`config.mk`:
```
export PLATFORM = sky130hd
export DESIGN_NAME = sbtc_timer
export DESIGN_NICKNAME = d
export VERILOG_FILES = /design/src/logic/sbtc_pkg.sv /design/src/logic/sbtc_timer.sv
export SDC_FILE = /design/constraint.sdc
export NUM_CORES = 1
export LEC_CHECK = 0
export BUFFER_PORTS_ARGS = -buffer_cell sky130_fd_sc_hd__clkbuf_2
export CAP_MARGIN = 5
export CORE_MARGIN = 3
export CORE_UTILIZATION = 30
export CTS_CLUSTER_SIZE = 40
export DETAILED_ROUTE_END_ITERATION = 10
export SLEW_MARGIN = 20
export SYNTH_ARGS = -nofsm -noshare
export SYNTH_HDL_FRONTEND = slang
export SYNTH_SLANG_ARGS = --single-unit
```
`constraint.sdc`:
```
create_clock -name ref_clk -period 2.4 [get_ports ref_clk]
set_clock_uncertainty 0.2 [all_clocks]
set_input_delay 0.24 -clock ref_clk [delete_from_list [all_inputs] [get_ports ref_clk]]
set_output_delay 0.24 -clock ref_clk [all_outputs]
set_load 0.01 [all_outputs]
```
`src/logic/sbtc_pkg.sv`:
```
// Purpose: Constants shared by the sixteen-bit asynchronous timer/counter.
// Assumes: ref_clk is the oscillator clock (Fosc), 10 MHz.
// Notes:   Control register layout, reset value, prescale codes and trigger mode.

package sbtc_pkg;

  // ----------------------------------------------------------------
  // Control register fields
  // ----------------------------------------------------------------
  localparam int unsigned CTRL_ON_BIT      = 0;
  localparam int unsigned CTRL_CS_BIT      = 1;
  localparam int unsigned CTRL_NOSYNC_BIT  = 2;
  localparam int unsigned CTRL_OSCEN_BIT   = 3;
  localparam int unsigned CTRL_PS_LSB      = 4;
  localparam int unsigned CTRL_PS_MSB      = 5;
  localparam logic [7:0]  CTRL_RESET       = 8'h00;
  localparam logic [7:0]  CTRL_WRITE_MASK  = 8'h3f;

  // ----------------------------------------------------------------
  // Prescaler
  // ----------------------------------------------------------------
  localparam logic [1:0] PS_DIV1 = 2'h0;
  localparam logic [1:0] PS_DIV2 = 2'h1;
  localparam logic [1:0] PS_DIV4 = 2'h2;
  localparam logic [1:0] PS_DIV8 = 2'h3;
  localparam logic [2:0] PSC_RESET = 3'h0;

  // ----------------------------------------------------------------
  // Internal clock and oscillator
  // ----------------------------------------------------------------
  localparam int unsigned FOSC_DIVIDE     = 4;
  localparam logic [1:0]  INT_DIV_LAST    = 2'(FOSC_DIVIDE - 1);
  localparam logic [1:0]  INT_DIV_RESET   = 2'h0;
  localparam real         LP_OSC_MAX_KHZ  = 32.768;
  localparam int unsigned SYNC_STAGES     = 2;

  // ----------------------------------------------------------------
  // Compare unit
  // ----------------------------------------------------------------
  localparam logic [3:0]  CMP_MODE_SPECIAL = 4'hb;
  localparam logic [15:0] COUNT_MAX        = 16'hffff;
  localparam logic [15:0] COUNT_ZERO       = 16'h0000;

endpackage

```
`src/logic/sbtc_timer.sv`:
```
// Purpose: Sixteen-bit timer/counter with prescaler, low-power oscillator
//          enable, compare-unit special event clear and overflow flag.
// Assumes: ref_clk is Fosc; all pins are sampled through two flip-flops.
// Notes:   The count bytes carry no reset at all; they power up unknown.

module sbtc_timer
  import sbtc_pkg::*;
(
  // Clock and reset
  input  wire logic        ref_clk,
  input  wire logic        nrst,

  // Control register access
  input  wire logic        ctrl_wr,
  input  wire logic [7:0]  ctrl_wdata,
  output logic      [7:0]  counter_control_reg,

  // Count byte access
  input  wire logic        count_high_wr,
  input  wire logic        count_low_wr,
  input  wire logic [7:0]  count_wdata,
  output logic      [7:0]  count_high_byte,
  output logic      [7:0]  count_low_byte,

  // Overflow flag and wake
  input  wire logic        overflow_flag_clr,
  input  wire logic        overflow_enable,
  output logic             overflow_flag,
  output logic             overflow_irq,

  // Processor state
  input  wire logic        sleep,

  // Compare unit
  input  wire logic [3:0]  compare_mode_field,
  input  wire logic [7:0]  compare_value_high,
  input  wire logic [7:0]  compare_value_low,
  input  wire logic        adc_enable,
  output logic             adc_start,

  // Oscillator and clock pins
  input  wire logic        lp_osc_in_pin,
  input  wire logic        lp_osc_out_pin_i,
  output logic             lp_osc_out_pin_o,
  output logic             lp_osc_out_pin_oe_n,
  output logic             lp_osc_enable
);

  import sbtc_pkg::*;

  // ----------------------------------------------------------------
  // State
  // ----------------------------------------------------------------
  logic [7:0]  ctrl_q;
  logic [15:0] count_q;
  logic [15:0] count_d;
  logic [1:0]  pin_meta_q;
  logic [1:0]  pin_sync_q;
  logic        src_prev_q;
  logic        armed_q;
  logic [2:0]  psc_q;
  logic [2:0]  psc_d;
  logic [1:0]  int_div_q;
  logic [1:0]  tick_pipe_q;
  logic        ovf_q;
  logic        irq_q;
  logic        se_prev_q;
  logic        adc_q;
  logic        osc_out_q;
  logic        osc_oe_n_q;

  // ----------------------------------------------------------------
  // Control decode
  // ----------------------------------------------------------------
  wire         on_w      = ctrl_q[CTRL_ON_BIT];
  wire         ext_w     = ctrl_q[CTRL_CS_BIT];
  wire         nosync_w  = ctrl_q[CTRL_NOSYNC_BIT];
  wire         oscen_w   = ctrl_q[CTRL_OSCEN_BIT];
  wire [1:0]   ps_w      = ctrl_q[CTRL_PS_MSB:CTRL_PS_LSB];
  wire         async_w   = ext_w & nosync_w;
  wire         any_wr    = count_high_wr | count_low_wr;

  // ----------------------------------------------------------------
  // Count source
  // ----------------------------------------------------------------
  // With the oscillator on the input pin carries the crystal clock;
  // otherwise the amplifier pin is an ordinary external clock input.
  wire src_w  = oscen_w ? pin_sync_q[0] : pin_sync_q[1];
  wire rise_w = src_w & ~src_prev_q;
  wire fall_w = ~src_w & src_prev_q;

  // Fosc/4 tick; the sync bit is not consulted on this path.
  wire int_tick_w = (int_div_q == INT_DIV_LAST);

  // A counter needs one falling edge after enabling before it counts.
  wire src_edge_w = ext_w ? (rise_w & armed_q) : int_tick_w;

  // ----------------------------------------------------------------
  // Prescaler
  // ----------------------------------------------------------------
  logic [2:0] psc_last_w;
  always_comb begin
    unique case (ps_w)
      PS_DIV1: psc_last_w = 3'h0;
      PS_DIV2: psc_last_w = 3'h1;
      PS_DIV4: psc_last_w = 3'h3;
      PS_DIV8: psc_last_w = 3'h7;
    endcase
  end

  wire psc_step_w = on_w & src_edge_w;
  wire psc_tick_w = psc_step_w & (psc_q == psc_last_w);

  always_comb begin
    psc_d = psc_q;
    if (psc_tick_w) begin
      psc_d = PSC_RESET;
    end else if (psc_step_w) begin
      psc_d = psc_q + 3'h1;
    end
    if (any_wr) begin
      psc_d = PSC_RESET;
    end
  end

  // ----------------------------------------------------------------
  // Increment selection
  // ----------------------------------------------------------------
  // The synchroniser stage is halted in Sleep while the prescaler is not,
  // so a synchronised counter loses ticks during Sleep by design.
  wire inc_timer_w = ~ext_w & psc_tick_w & ~sleep;
  wire inc_sync_w  = ext_w & ~nosync_w & tick_pipe_q[1] & ~sleep;
  wire inc_async_w = async_w & psc_tick_w;
  wire inc_w       = on_w & (inc_timer_w | inc_sync_w | inc_async_w);

  // ----------------------------------------------------------------
  // Special event trigger
  // ----------------------------------------------------------------
  wire [15:0] period_w = {compare_value_high, compare_value_low};
  wire se_hit_w   = (compare_mode_field == CMP_MODE_SPECIAL) &&
                    (count_q == period_w);
  // The clear is not honoured by an asynchronous counter.
  wire se_clear_w = se_hit_w & ~async_w;
  wire wrap_w     = inc_w & (count_q == COUNT_MAX);

  always_comb begin
    count_d = count_q;
    if (se_clear_w) begin
      count_d = COUNT_ZERO;
    end else if (inc_w) begin
      count_d = count_q + 16'h0001;
    end
    // A written byte replaces whatever the increment produced.
    if (count_high_wr) begin
      count_d[15:8] = count_wdata;
    end
    if (count_low_wr) begin
      count_d[7:0] = count_wdata;
    end
  end

  // ----------------------------------------------------------------
  // Counter bytes: no reset of any kind
  // ----------------------------------------------------------------
  always_ff @(posedge ref_clk) begin
    count_q <= count_d;
  end

  // ----------------------------------------------------------------
  // Control register
  // ----------------------------------------------------------------
  always_ff @(posedge ref_clk or negedge nrst) begin
    if (!nrst) begin
      ctrl_q <= CTRL_RESET;
    end else if (ctrl_wr) begin
      ctrl_q <= ctrl_wdata & CTRL_WRITE_MASK;
    end
  end

  // ----------------------------------------------------------------
  // Pin synchronisers and edge tracking
  // ----------------------------------------------------------------
  always_ff @(posedge ref_clk or negedge nrst) begin
    if (!nrst) begin
      pin_meta_q <= 2'h0;
      pin_sync_q <= 2'h0;
      src_prev_q <= 1'b0;
      armed_q    <= 1'b0;
    end else begin
      pin_meta_q <= {lp_osc_out_pin_i, lp_osc_in_pin};
      pin_sync_q <= pin_meta_q;
      src_prev_q <= src_w;
      if (!on_w || !ext_w) begin
        armed_q <= 1'b0;
      end else if (fall_w) begin
        armed_q <= 1'b1;
      end
    end
  end

  // ----------------------------------------------------------------
  // Prescaler, internal divider and tick synchroniser
  // ----------------------------------------------------------------
  always_ff @(posedge ref_clk or negedge nrst) begin
    if (!nrst) begin
      psc_q       <= PSC_RESET;
      int_div_q   <= INT_DIV_RESET;
      tick_pipe_q <= 2'h0;
    end else begin
      psc_q       <= psc_d;
      int_div_q   <= int_div_q + 2'h1;
      tick_pipe_q <= {tick_pipe_q[0], psc_tick_w & ext_w & ~nosync_w};
    end
  end

  // ----------------------------------------------------------------
  // Overflow flag, trigger pulse and oscillator drive
  // ----------------------------------------------------------------
  always_ff @(posedge ref_clk or negedge nrst) begin
    if (!nrst) begin
      ovf_q      <= 1'b0;
      irq_q      <= 1'b0;
      se_prev_q  <= 1'b0;
      adc_q      <= 1'b0;
      osc_out_q  <= 1'b0;
      osc_oe_n_q <= 1'b1;
    end else begin
      // A wrap in the clearing cycle keeps the flag set.
      if (wrap_w) begin
        ovf_q <= 1'b1;
      end else if (overflow_flag_clr) begin
        ovf_q <= 1'b0;
      end
      irq_q     <= (ovf_q | wrap_w) & overflow_enable;
      se_prev_q <= se_hit_w;
      adc_q     <= se_hit_w & ~se_prev_q & adc_enable;
      // Amplifier output: inverted crystal input; it keeps running in
      // Sleep since nothing here looks at the sleep input.
      osc_out_q  <= oscen_w & ~pin_sync_q[0];
      osc_oe_n_q <= ~oscen_w;
    end
  end

  // ----------------------------------------------------------------
  // Outputs
  // ----------------------------------------------------------------
  assign counter_control_reg = ctrl_q;
  assign count_high_byte     = count_q[15:8];
  assign count_low_byte      = count_q[7:0];
  assign overflow_flag       = ovf_q;
  assign overflow_irq        = irq_q;
  assign adc_start           = adc_q;
  assign lp_osc_out_pin_o    = osc_out_q;
  assign lp_osc_out_pin_oe_n = osc_oe_n_q;
  assign lp_osc_enable       = ctrl_q[CTRL_OSCEN_BIT];

endmodule
```
# == Yosys cells after proc, flatten, opt, wreduce, memory -nomap -nowiden ==
# Index checks and enable logic that the tools add are counted.
# classes
addsub,3
n_eq_ne,8
mux,14
bitwise_logic,34
reduce_logical,10
# op_table
operator,n
16-bit two-way mux,2
1-bit bitwise AND,21
"16-bit by 1-bit adder with 16-bit output, second input constant",1
16-bit == test,1
"16-bit == test, second input constant",1
8-bit two-way mux,2
3-bit case mux with 4 select lines,1
3-bit two-way mux,3
1-bit inverter,9
3-bit nonzero test,3
"2-bit == test, second input constant",3
1-bit two-way mux,6
"4-bit == test, second input constant",1
1-bit OR,4
2-bit nonzero test,2
"3-bit by 1-bit adder with 3-bit output, second input constant",1
3-bit == test,1
"2-bit by 1-bit adder with 2-bit output, second input constant",1
"2-bit by 1-bit == test with 1-bit output, second input constant",1
1-bit zero test,2
2-bit zero test,1
1-bit logical AND,1
1-bit logical OR,1
# totals
ff_bits,41
inputBits,47
output_inout_bits,30
elab_cells,85

# == Depth between registers and ports, before layout ==
# Gate-level depths: netlist (run 1).
# depth
word_depth,14
ltp_mapped,8
ltp_nobuf,5

# == Worst setup path after synthesis (run 1) ==
# OpenSTA, ideal clock, no wires.
# synth_timing
path_kind,reg-to-reg
startpoint,register ctrl_q[3] (netlist: counter_control_reg[3])
endpoint,register count_q[0] (enable)
setup_time_ns,0.294
t_arrival_ns,1.810
required_ns,1.906
slack_ns,0.095
path_stages_with_launch,6
path_buffers,0
synth_period_minus_slack_ns,2.305
path_cell_list,dfrtp_1 mux2_4 a32oi_4 a2111oi_2 o31ai_1 or3b_1
# synth_via
elab_chain_len,12
# synth_lines
item,line,source
from (decl),sbtc_timer.sv:54,logic [7:0] ctrl_q;
from (signal assigned),sbtc_timer.sv:176,ctrl_q <= ctrl_wdata & CTRL_WRITE_MASK;
1-bit two-way mux (*),sbtc_timer.sv:88,wire src_w = oscen_w ? pin_sync_q[0] : pin_sync_q[1];
via src_w,sbtc_timer.sv:88,
1-bit bitwise AND (*),sbtc_timer.sv:89,wire rise_w = src_w & ~src_prev_q;
1-bit bitwise AND (*),sbtc_timer.sv:96,wire src_edge_w = ext_w ? (rise_w & armed_q) : int_tick_w;
1-bit two-way mux (*),sbtc_timer.sv:96,
1-bit bitwise AND (*),sbtc_timer.sv:111,wire psc_step_w = on_w & src_edge_w;
1-bit bitwise AND (*),sbtc_timer.sv:112,wire psc_tick_w = psc_step_w & (psc_q == psc_last_w);
1-bit bitwise AND (2 in series),sbtc_timer.sv:131,wire inc_timer_w = ~ext_w & psc_tick_w & ~sleep;
1-bit OR,sbtc_timer.sv:134,wire inc_w = on_w & (inc_timer_w | inc_sync_w | inc_async_w);
1-bit OR (*),sbtc_timer.sv:134,
1-bit bitwise AND (*),sbtc_timer.sv:134,
3-bit nonzero test (no source line) (*),n/a,
to (signal assigned),sbtc_timer.sv:166,count_q <= count_d;
to (decl),sbtc_timer.sv:55,logic [15:0] count_q;
# Mark *: on every way through the listed nets, which the timed path passes. The rest lies on a longest branch.
# A chain may end at the register's enable or synchronous reset.

# == Worst setup path after layout (run 1) ==
# layout_timing
startpoint,register count_q[0]
endpoint,register count_q[2] (data pin)
# layout_via
elab_chain_len,5
# layout_lines
item,line,source
"parallel branches: the longest is 3 deep, another holds 16-bit by 1-bit adder with 16-bit output",n/a,
16-bit two-way mux (*),sbtc_timer.sv:148,if (se_clear_w) begin
8-bit two-way mux (*),sbtc_timer.sv:157,if (count_low_wr) begin
via count_d[2],sbtc_timer.sv:56,logic [15:0] count_d;
# Mark *: on every way through the listed nets, which the timed path passes. The select of a mux whose other input is x is not followed.

==> impl_metrics.env, run 1 <==
export IMPL_status="finished, final reports clean"
export IMPL_synth_edff_count=16
export IMPL_grt_pass1_wl_um=9142
export IMPL_crit_buf_inv=1
export IMPL_finalHoldViolCount=0
export IMPL_maxCapViolCount=0
export IMPL_clk_latency_ns=0.29
export IMPL_initial_core_util=0.3099
export IMPL_cts_buffer_depth=2
export IMPL_first_global_vias=1898
export IMPL_cts_buffers=5
export IMPL_fp_dieW_um=92.79
export IMPL_cts_clk_slew_worst_paths_ns=0.08
export IMPL_die_y_um=92.79
export IMPL_critPathLaunchType="register"
export IMPL_drtAntennaViolNets=0
export IMPL_synth_cell_type_count=47
export IMPL_finalNetCount=362
export IMPL_largest_reg_flops=16
export IMPL_fin_tns_setup_ns=0
export IMPL_cp_arrival_ns=2.06
export IMPL_hold_class="input port to register"
export IMPL_cts_root_buf="clkbuf_8"
export IMPL_cp_required_ns=2.23
export IMPL_synth_top_area_frac=0.2658
export IMPL_layout_drive_gt1_share=0.3674
export IMPL_rows=31
export IMPL_synth_area_leaders="dfrtp_1, edfxtp_1, xnor2_1"
export IMPL_place_inst=392
export IMPL_cp_cell_sequence="xnor2_1, nor4b_1, and4_2, buf_4, o31ai_1"
export IMPL_gp_congestion=0.8424
export IMPL_drc_errors=0
export IMPL_drt_initial_drc_count=62
export IMPL_setup_violations=0
export IMPL_cts_tree="done"
export IMPL_synth_top_cell_by_area="dfrtp_1"
export IMPL_async_reset_ff_frac=0.6098
export IMPL_synth_warnings=0
export IMPL_critPathCaptureType="register"
export IMPL_crit_fanout=14
export IMPL_critPathMaxStageDelay_ns=0.52
export IMPL_wire_per_inst_um=13.63
export IMPL_power_density_nw_per_um2=513.6
export IMPL_cts_htree_levels=2
export IMPL_syn2layout_area_growth_pct=35.33
export IMPL_synth_commonest_cells="nand2_1, dfrtp_1, xnor2_1, edfxtp_1, o31ai_1"
export IMPL_final_cells=412
export IMPL_vias_per_cell=4.677
export IMPL_firstDrtPassIters=4
export IMPL_worst_ir_drop_vdd_v=0.0002535
export IMPL_worstSetupPathType="register to register"
export IMPL_grt_usage=0.1354
export IMPL_postCtsSetupBuffers=0
export IMPL_crit_family="simple AND/OR/NAND/NOR gates"
export IMPL_clock_sinks=41
export IMPL_min_period_ns=2.230
export IMPL_grt_remaining_overflow=0
export IMPL_synth_cells=209
export IMPL_dieArea_um2=8610
export IMPL_port_buffers=72
export IMPL_wl_um=5616
export IMPL_antenna_found_initial=0
export IMPL_syn_area_um2=2260
export IMPL_vias=1927
export IMPL_yosysMostFrequentCell="nand2_1"
export IMPL_clock_fmax_mhz=448.5
export IMPL_hpwl_um=4449
export IMPL_diodes=0
export IMPL_fillCellCount=754
export IMPL_slew_headroom=0.5935
export IMPL_rsz0062_at_grt="no"
export IMPL_grt_max_degree=26
export IMPL_power_leakage_nw=1.329
export IMPL_tightestPinTransition_ns=0.6097
export IMPL_ys_flop_type="dfrtp_1"
export IMPL_fin_crit_sh=0.9291
export IMPL_ys_seq_area_frac=0.4900
export IMPL_pin_count=77
export IMPL_slew_violations=0
export IMPL_crit_slowest_cell="edfxtp_1"
export IMPL_synth_seq_cells=41
export IMPL_core_um2=7292
export IMPL_avgSynthCellArea_um2=10.81
-- worst paths after layout --
check                               start       endpoint  slack, ns  depth (start not counted)
max in group asynchronous            nrst  overflow_flag       1.31                          2
min                        count_wdata[6]     count_q[6]       0.04                          3
min reg2reg                 pin_meta_q[0]  pin_sync_q[0]       0.15                          0
max reg2reg                    count_q[0]     count_q[2]       0.17                          5
max                            count_q[0]     count_q[2]       0.17                          5
min in group asynchronous            nrst   int_div_q[1]       0.28                          2
-- tightest hold or removal path, delay by kind of cell --
family | cells | cell delay, ns
AO/OA/AOI/OAI | 1 | 0.05
buffers and inverters | 1 | 0.09
AND/OR/NAND/NOR | 1 | 0.04
-- cell type report --
type,instances,area [µm²],share of cell area
tap,99,123.9,0.04051
clock inverter,1,5.005,0.001637
inverter,7,26.28,0.008592
sequential,41,1107,0.3621
clock buffer,7,76.32,0.02496
timing repair buffer,106,645.6,0.2111
multi-input combinational,151,1074,0.3511
-- metal layers --
metal,part of all wire,track usage,vias up
met2,0.45,0.2232,76
li1,-,-,957
met4,0.0061,0.03419,0
met3,0.077,0.03574,4
met5,0,0,-
met1,0.46,0.1764,890
-- what timing repair did --
action,in CTS,in global routing
setup endpoints to repair,0,16
endpoints found under the hold margin,35,0
resized for setup,0,3
hold buffers,12,0
-- cells by family after synthesis --
| group | Yosys count | synth area share |
|---|---|---|
| AOI/OAI and AO/OA | 31 | 0.1096 |
| xor gates and xnor gates | 32 | 0.1240 |
| adders and majority gates | 3 | 0.01661 |
| buffers and inverters | 18 | 0.03931 |
| DFF | 41 | 0.4900 |
| muxes | 5 | 0.02657 |
| other | 1 | 0.001660 |
| and+or+nand+nor | 78 | 0.1921 |
-- stage by stage --
step / worst slack [ns] / utilization / total power [mW] / cell area, µm² / hold WS (ns)
final: 0.1702 / 0.4194 / 1.571 / 3058 / 0.03876
after global routing: 0.01207 / 0.4194 / 1.665 / 3058 / 0.03625
after CTS: 0.03994 / 0.4185 / 1.597 / 3052 / 0.02881
after detailed placement: 0.04708 / 0.3909 / 1.142 / 2850 / 0.08627
after global placement: 0.09329 / 0.3909 / 1.137 / 2850 / 0.08662
after floorplan: 0.09519 / - / 0.9903 / 2263 / -0.2556
-- layout by cell type (no fill, tap or decap), types with 6 or more instances in the layout --
cell type,instances
buf_4,22
clkbuf_2,72
dfrtp_1,24
dlygate4sd3_1,12
edfxtp_1,16
inv_1,7
nand2_1,27
nand3_1,6
nand4_1,8
nor3_1,7
o31ai_1,16
xnor2_1,20
xor2_1,12
-- where the power goes --
group / total [mW] / switching, mW / internal, mW
clock network: 0.430 / 0.226 / 0.204
registers: 0.811 / 0.0343 / 0.777
logic: 0.330 / 0.167 / 0.162
Power figures use the tool's default switching activity.
==> inputs of run 2 (changes only) <==
- RECOVER_POWER: not set -> 50
==> run 2 against run 1 <==
Net effect:
- critical path depth unchanged
- sequential share of layout area increased by 0.31 points
- first-iteration DRC count increased by 3.2%
- via count increased by 0.42%
- critical path type unchanged
==> impl_metrics.env, run 2 (same netlist as run 1, synthesis figures left out) <==
export IMPL_grt_remaining_overflow=0
export IMPL_clock_fmax_mhz=448.5
export IMPL_switchingPower_mw=0.4259
export IMPL_rows=31
export IMPL_worstSetupPathType="register to register"
export IMPL_initial_core_util=0.3099
export IMPL_total_power_mw=1.562
export IMPL_wirelength_met1_um=2621
export IMPL_combPwrFrac=0.207
export IMPL_crit_buf_inv=0
export IMPL_vias=1935
export IMPL_wire_per_inst_um=13.66
export IMPL_gp_congestion=0.8424
export IMPL_internal_power_mw=1.137
export IMPL_final_common_cell="clkbuf_2"
export IMPL_layout_common_cells="clkbuf_2, nand2_1, dfrtp_1"
export IMPL_setup_violations=0
export IMPL_layout_drive_gt1_share=0.3195
export IMPL_crit_slowest_cell="or3b_4"
export IMPL_fin_crit_sh=0.9290
export IMPL_first_global_vias=1898
export IMPL_cts_buffer_depth=2
export IMPL_hold_class="input port to register"
export IMPL_core_um2=7292
export IMPL_post_dp_cell_area_um2=2850
export IMPL_finalHoldViolCount=0
export IMPL_min_period_ns=2.230
export IMPL_firstDrtPassIters=5
export IMPL_syn2layout_area_growth_pct=34.16
export IMPL_die_y_um=92.79
export IMPL_clock_sinks=41
export IMPL_critPathCaptureType="register"
export IMPL_worst_ir_drop_vdd_v=0.0002499
export IMPL_cp_cell_sequence="mux2_4, a32oi_4, a2111oi_2, o31ai_1, or3b_4"
export IMPL_slew_headroom=0.1192
export IMPL_cts_buffers=5
export IMPL_maxCapViolCount=0
export IMPL_grt_usage=0.1354
export IMPL_largest_reg_flops=16
export IMPL_antenna_found_initial=0
export IMPL_critPathMaxStageDelay_ns=0.48
export IMPL_vias_per_cell=4.697
export IMPL_cts_root_buf="clkbuf_8"
export IMPL_tightestPinTransition_ns=1.321
export IMPL_drc_errors=0
export IMPL_wl_met3_um=408
export IMPL_finalInstanceArea_um2=3032
export IMPL_top_layer="met4"
export IMPL_grt_max_degree=26
export IMPL_seqPwrFrac=0.519
export IMPL_grt_pass1_wl_um=9142
export IMPL_port_buffers=72
export IMPL_cp_required_ns=2.23
export IMPL_power_leakage_nw=1.280
export IMPL_diodes=0
export IMPL_fin_tns_setup_ns=0
export IMPL_fp_dieW_um=92.79
export IMPL_power_share_clock=0.274
export IMPL_drt_initial_drc_count=64
export IMPL_slew_violations=0
export IMPL_wl_um=5627
export IMPL_critPathLaunchType="register"
export IMPL_met2_length_um=2562
export IMPL_hpwl_um=4449
export IMPL_rsz0062_at_grt="no"
export IMPL_netSwitchingFraction=0.2726
export IMPL_dieArea_um2=8610
export IMPL_cp_arrival_ns=2.06
export IMPL_status="finished, final reports clean"
export IMPL_pin_count=77
export IMPL_power_density_nw_per_um2=515.4
export IMPL_crit_family="compound AO/OA/AOI/OAI gates"
export IMPL_cts_clk_slew_worst_paths_ns=0.08
export IMPL_crit_fanout=8
export IMPL_clk_latency_ns=0.29
export IMPL_cts_htree_levels=2
export IMPL_drtAntennaViolNets=0
export IMPL_finalNetCount=362
export IMPL_cts_tree="done"
[run 2: cell types whose count changed in the layout (fill, tap and decap cells not counted)]
| cell | delta |
|---|---|
| buf_4 | -3 |
| clkbuf_1 | +15 |
| clkbuf_2 | -12 |
[run 2: per-layer routing]
metal	vias up	GRT usage
met2	75	0.2232
met4	0	0.03419
met1	897	0.1764
met3	4	0.03574
met5	-	0
li1	959	-
[run 2: final timing paths]
kind / startpoint / to / slack [ns] / depth (start not counted)
worst min register to register: pin_meta_q[0] / pin_sync_q[0] / 0.15 / 0
max in group asynchronous: nrst / overflow_flag / 0.65 / 2
worst min-delay path: count_wdata[6] / count_q[6] / 0.04 / 3
worst max-delay path: counter_control_reg[3] / count_q[7] / 0.17 / 5
worst max register to register: counter_control_reg[3] / count_q[7] / 0.17 / 5
min in group asynchronous: nrst / int_div_q[1] / 0.56 / 2
[run 2: through the flow]
step,instances,utilization,hold WS (ns),setup slack [ns]
6_report,412,0.4158,0.03915,0.1705
5_1_grt,412,0.4158,0.03625,0.01207
4_1_cts,412,0.4185,0.02881,0.03994
3_5_place_dp,392,0.3909,0.08627,0.04708
3_3_place_gp,392,0.3909,0.08662,0.09329
2_1_floorplan,210,-,-0.2556,0.09519
[run 2: final cells by class]
cell class,count,area (µm²)
Clock buffer,7,76.32
Clock inverter,1,5.005
Fill cell,759,4260
Inverter,7,26.28
Multi-Input combinational cell,151,1074
Sequential cell,41,1107
Tap cell,99,123.9
Timing Repair Buffer,106,619.3
[run 2: worst reg2reg max path, delay by kind of cell, from the launching register on]
kind / cells / cell delay (ns)
mux: 1 / 0.34
flops: 1 / 0.41
simple gates: 1 / 0.48
compound gates: 3 / 0.55
[run 2: power by group through the flow]
stage | Clock, mW | Sequential, mW | Combinational [mW]
detailed placement | 0 | 0.826 | 0.316
finish | 0.428 | 0.811 | 0.323
floorplan | 0 | 0.851 | 0.139
global route | 0.479 | 0.818 | 0.360
global placement | 0 | 0.824 | 0.313
CTS | 0.452 | 0.812 | 0.332
[run 2: repair_timing]
action	CTS	global route
buffers inserted	0	0
gates resized for setup	0	3
endpoints found under the hold margin	35	0
hold buffers	12	0
setup endpoints to repair	0	16
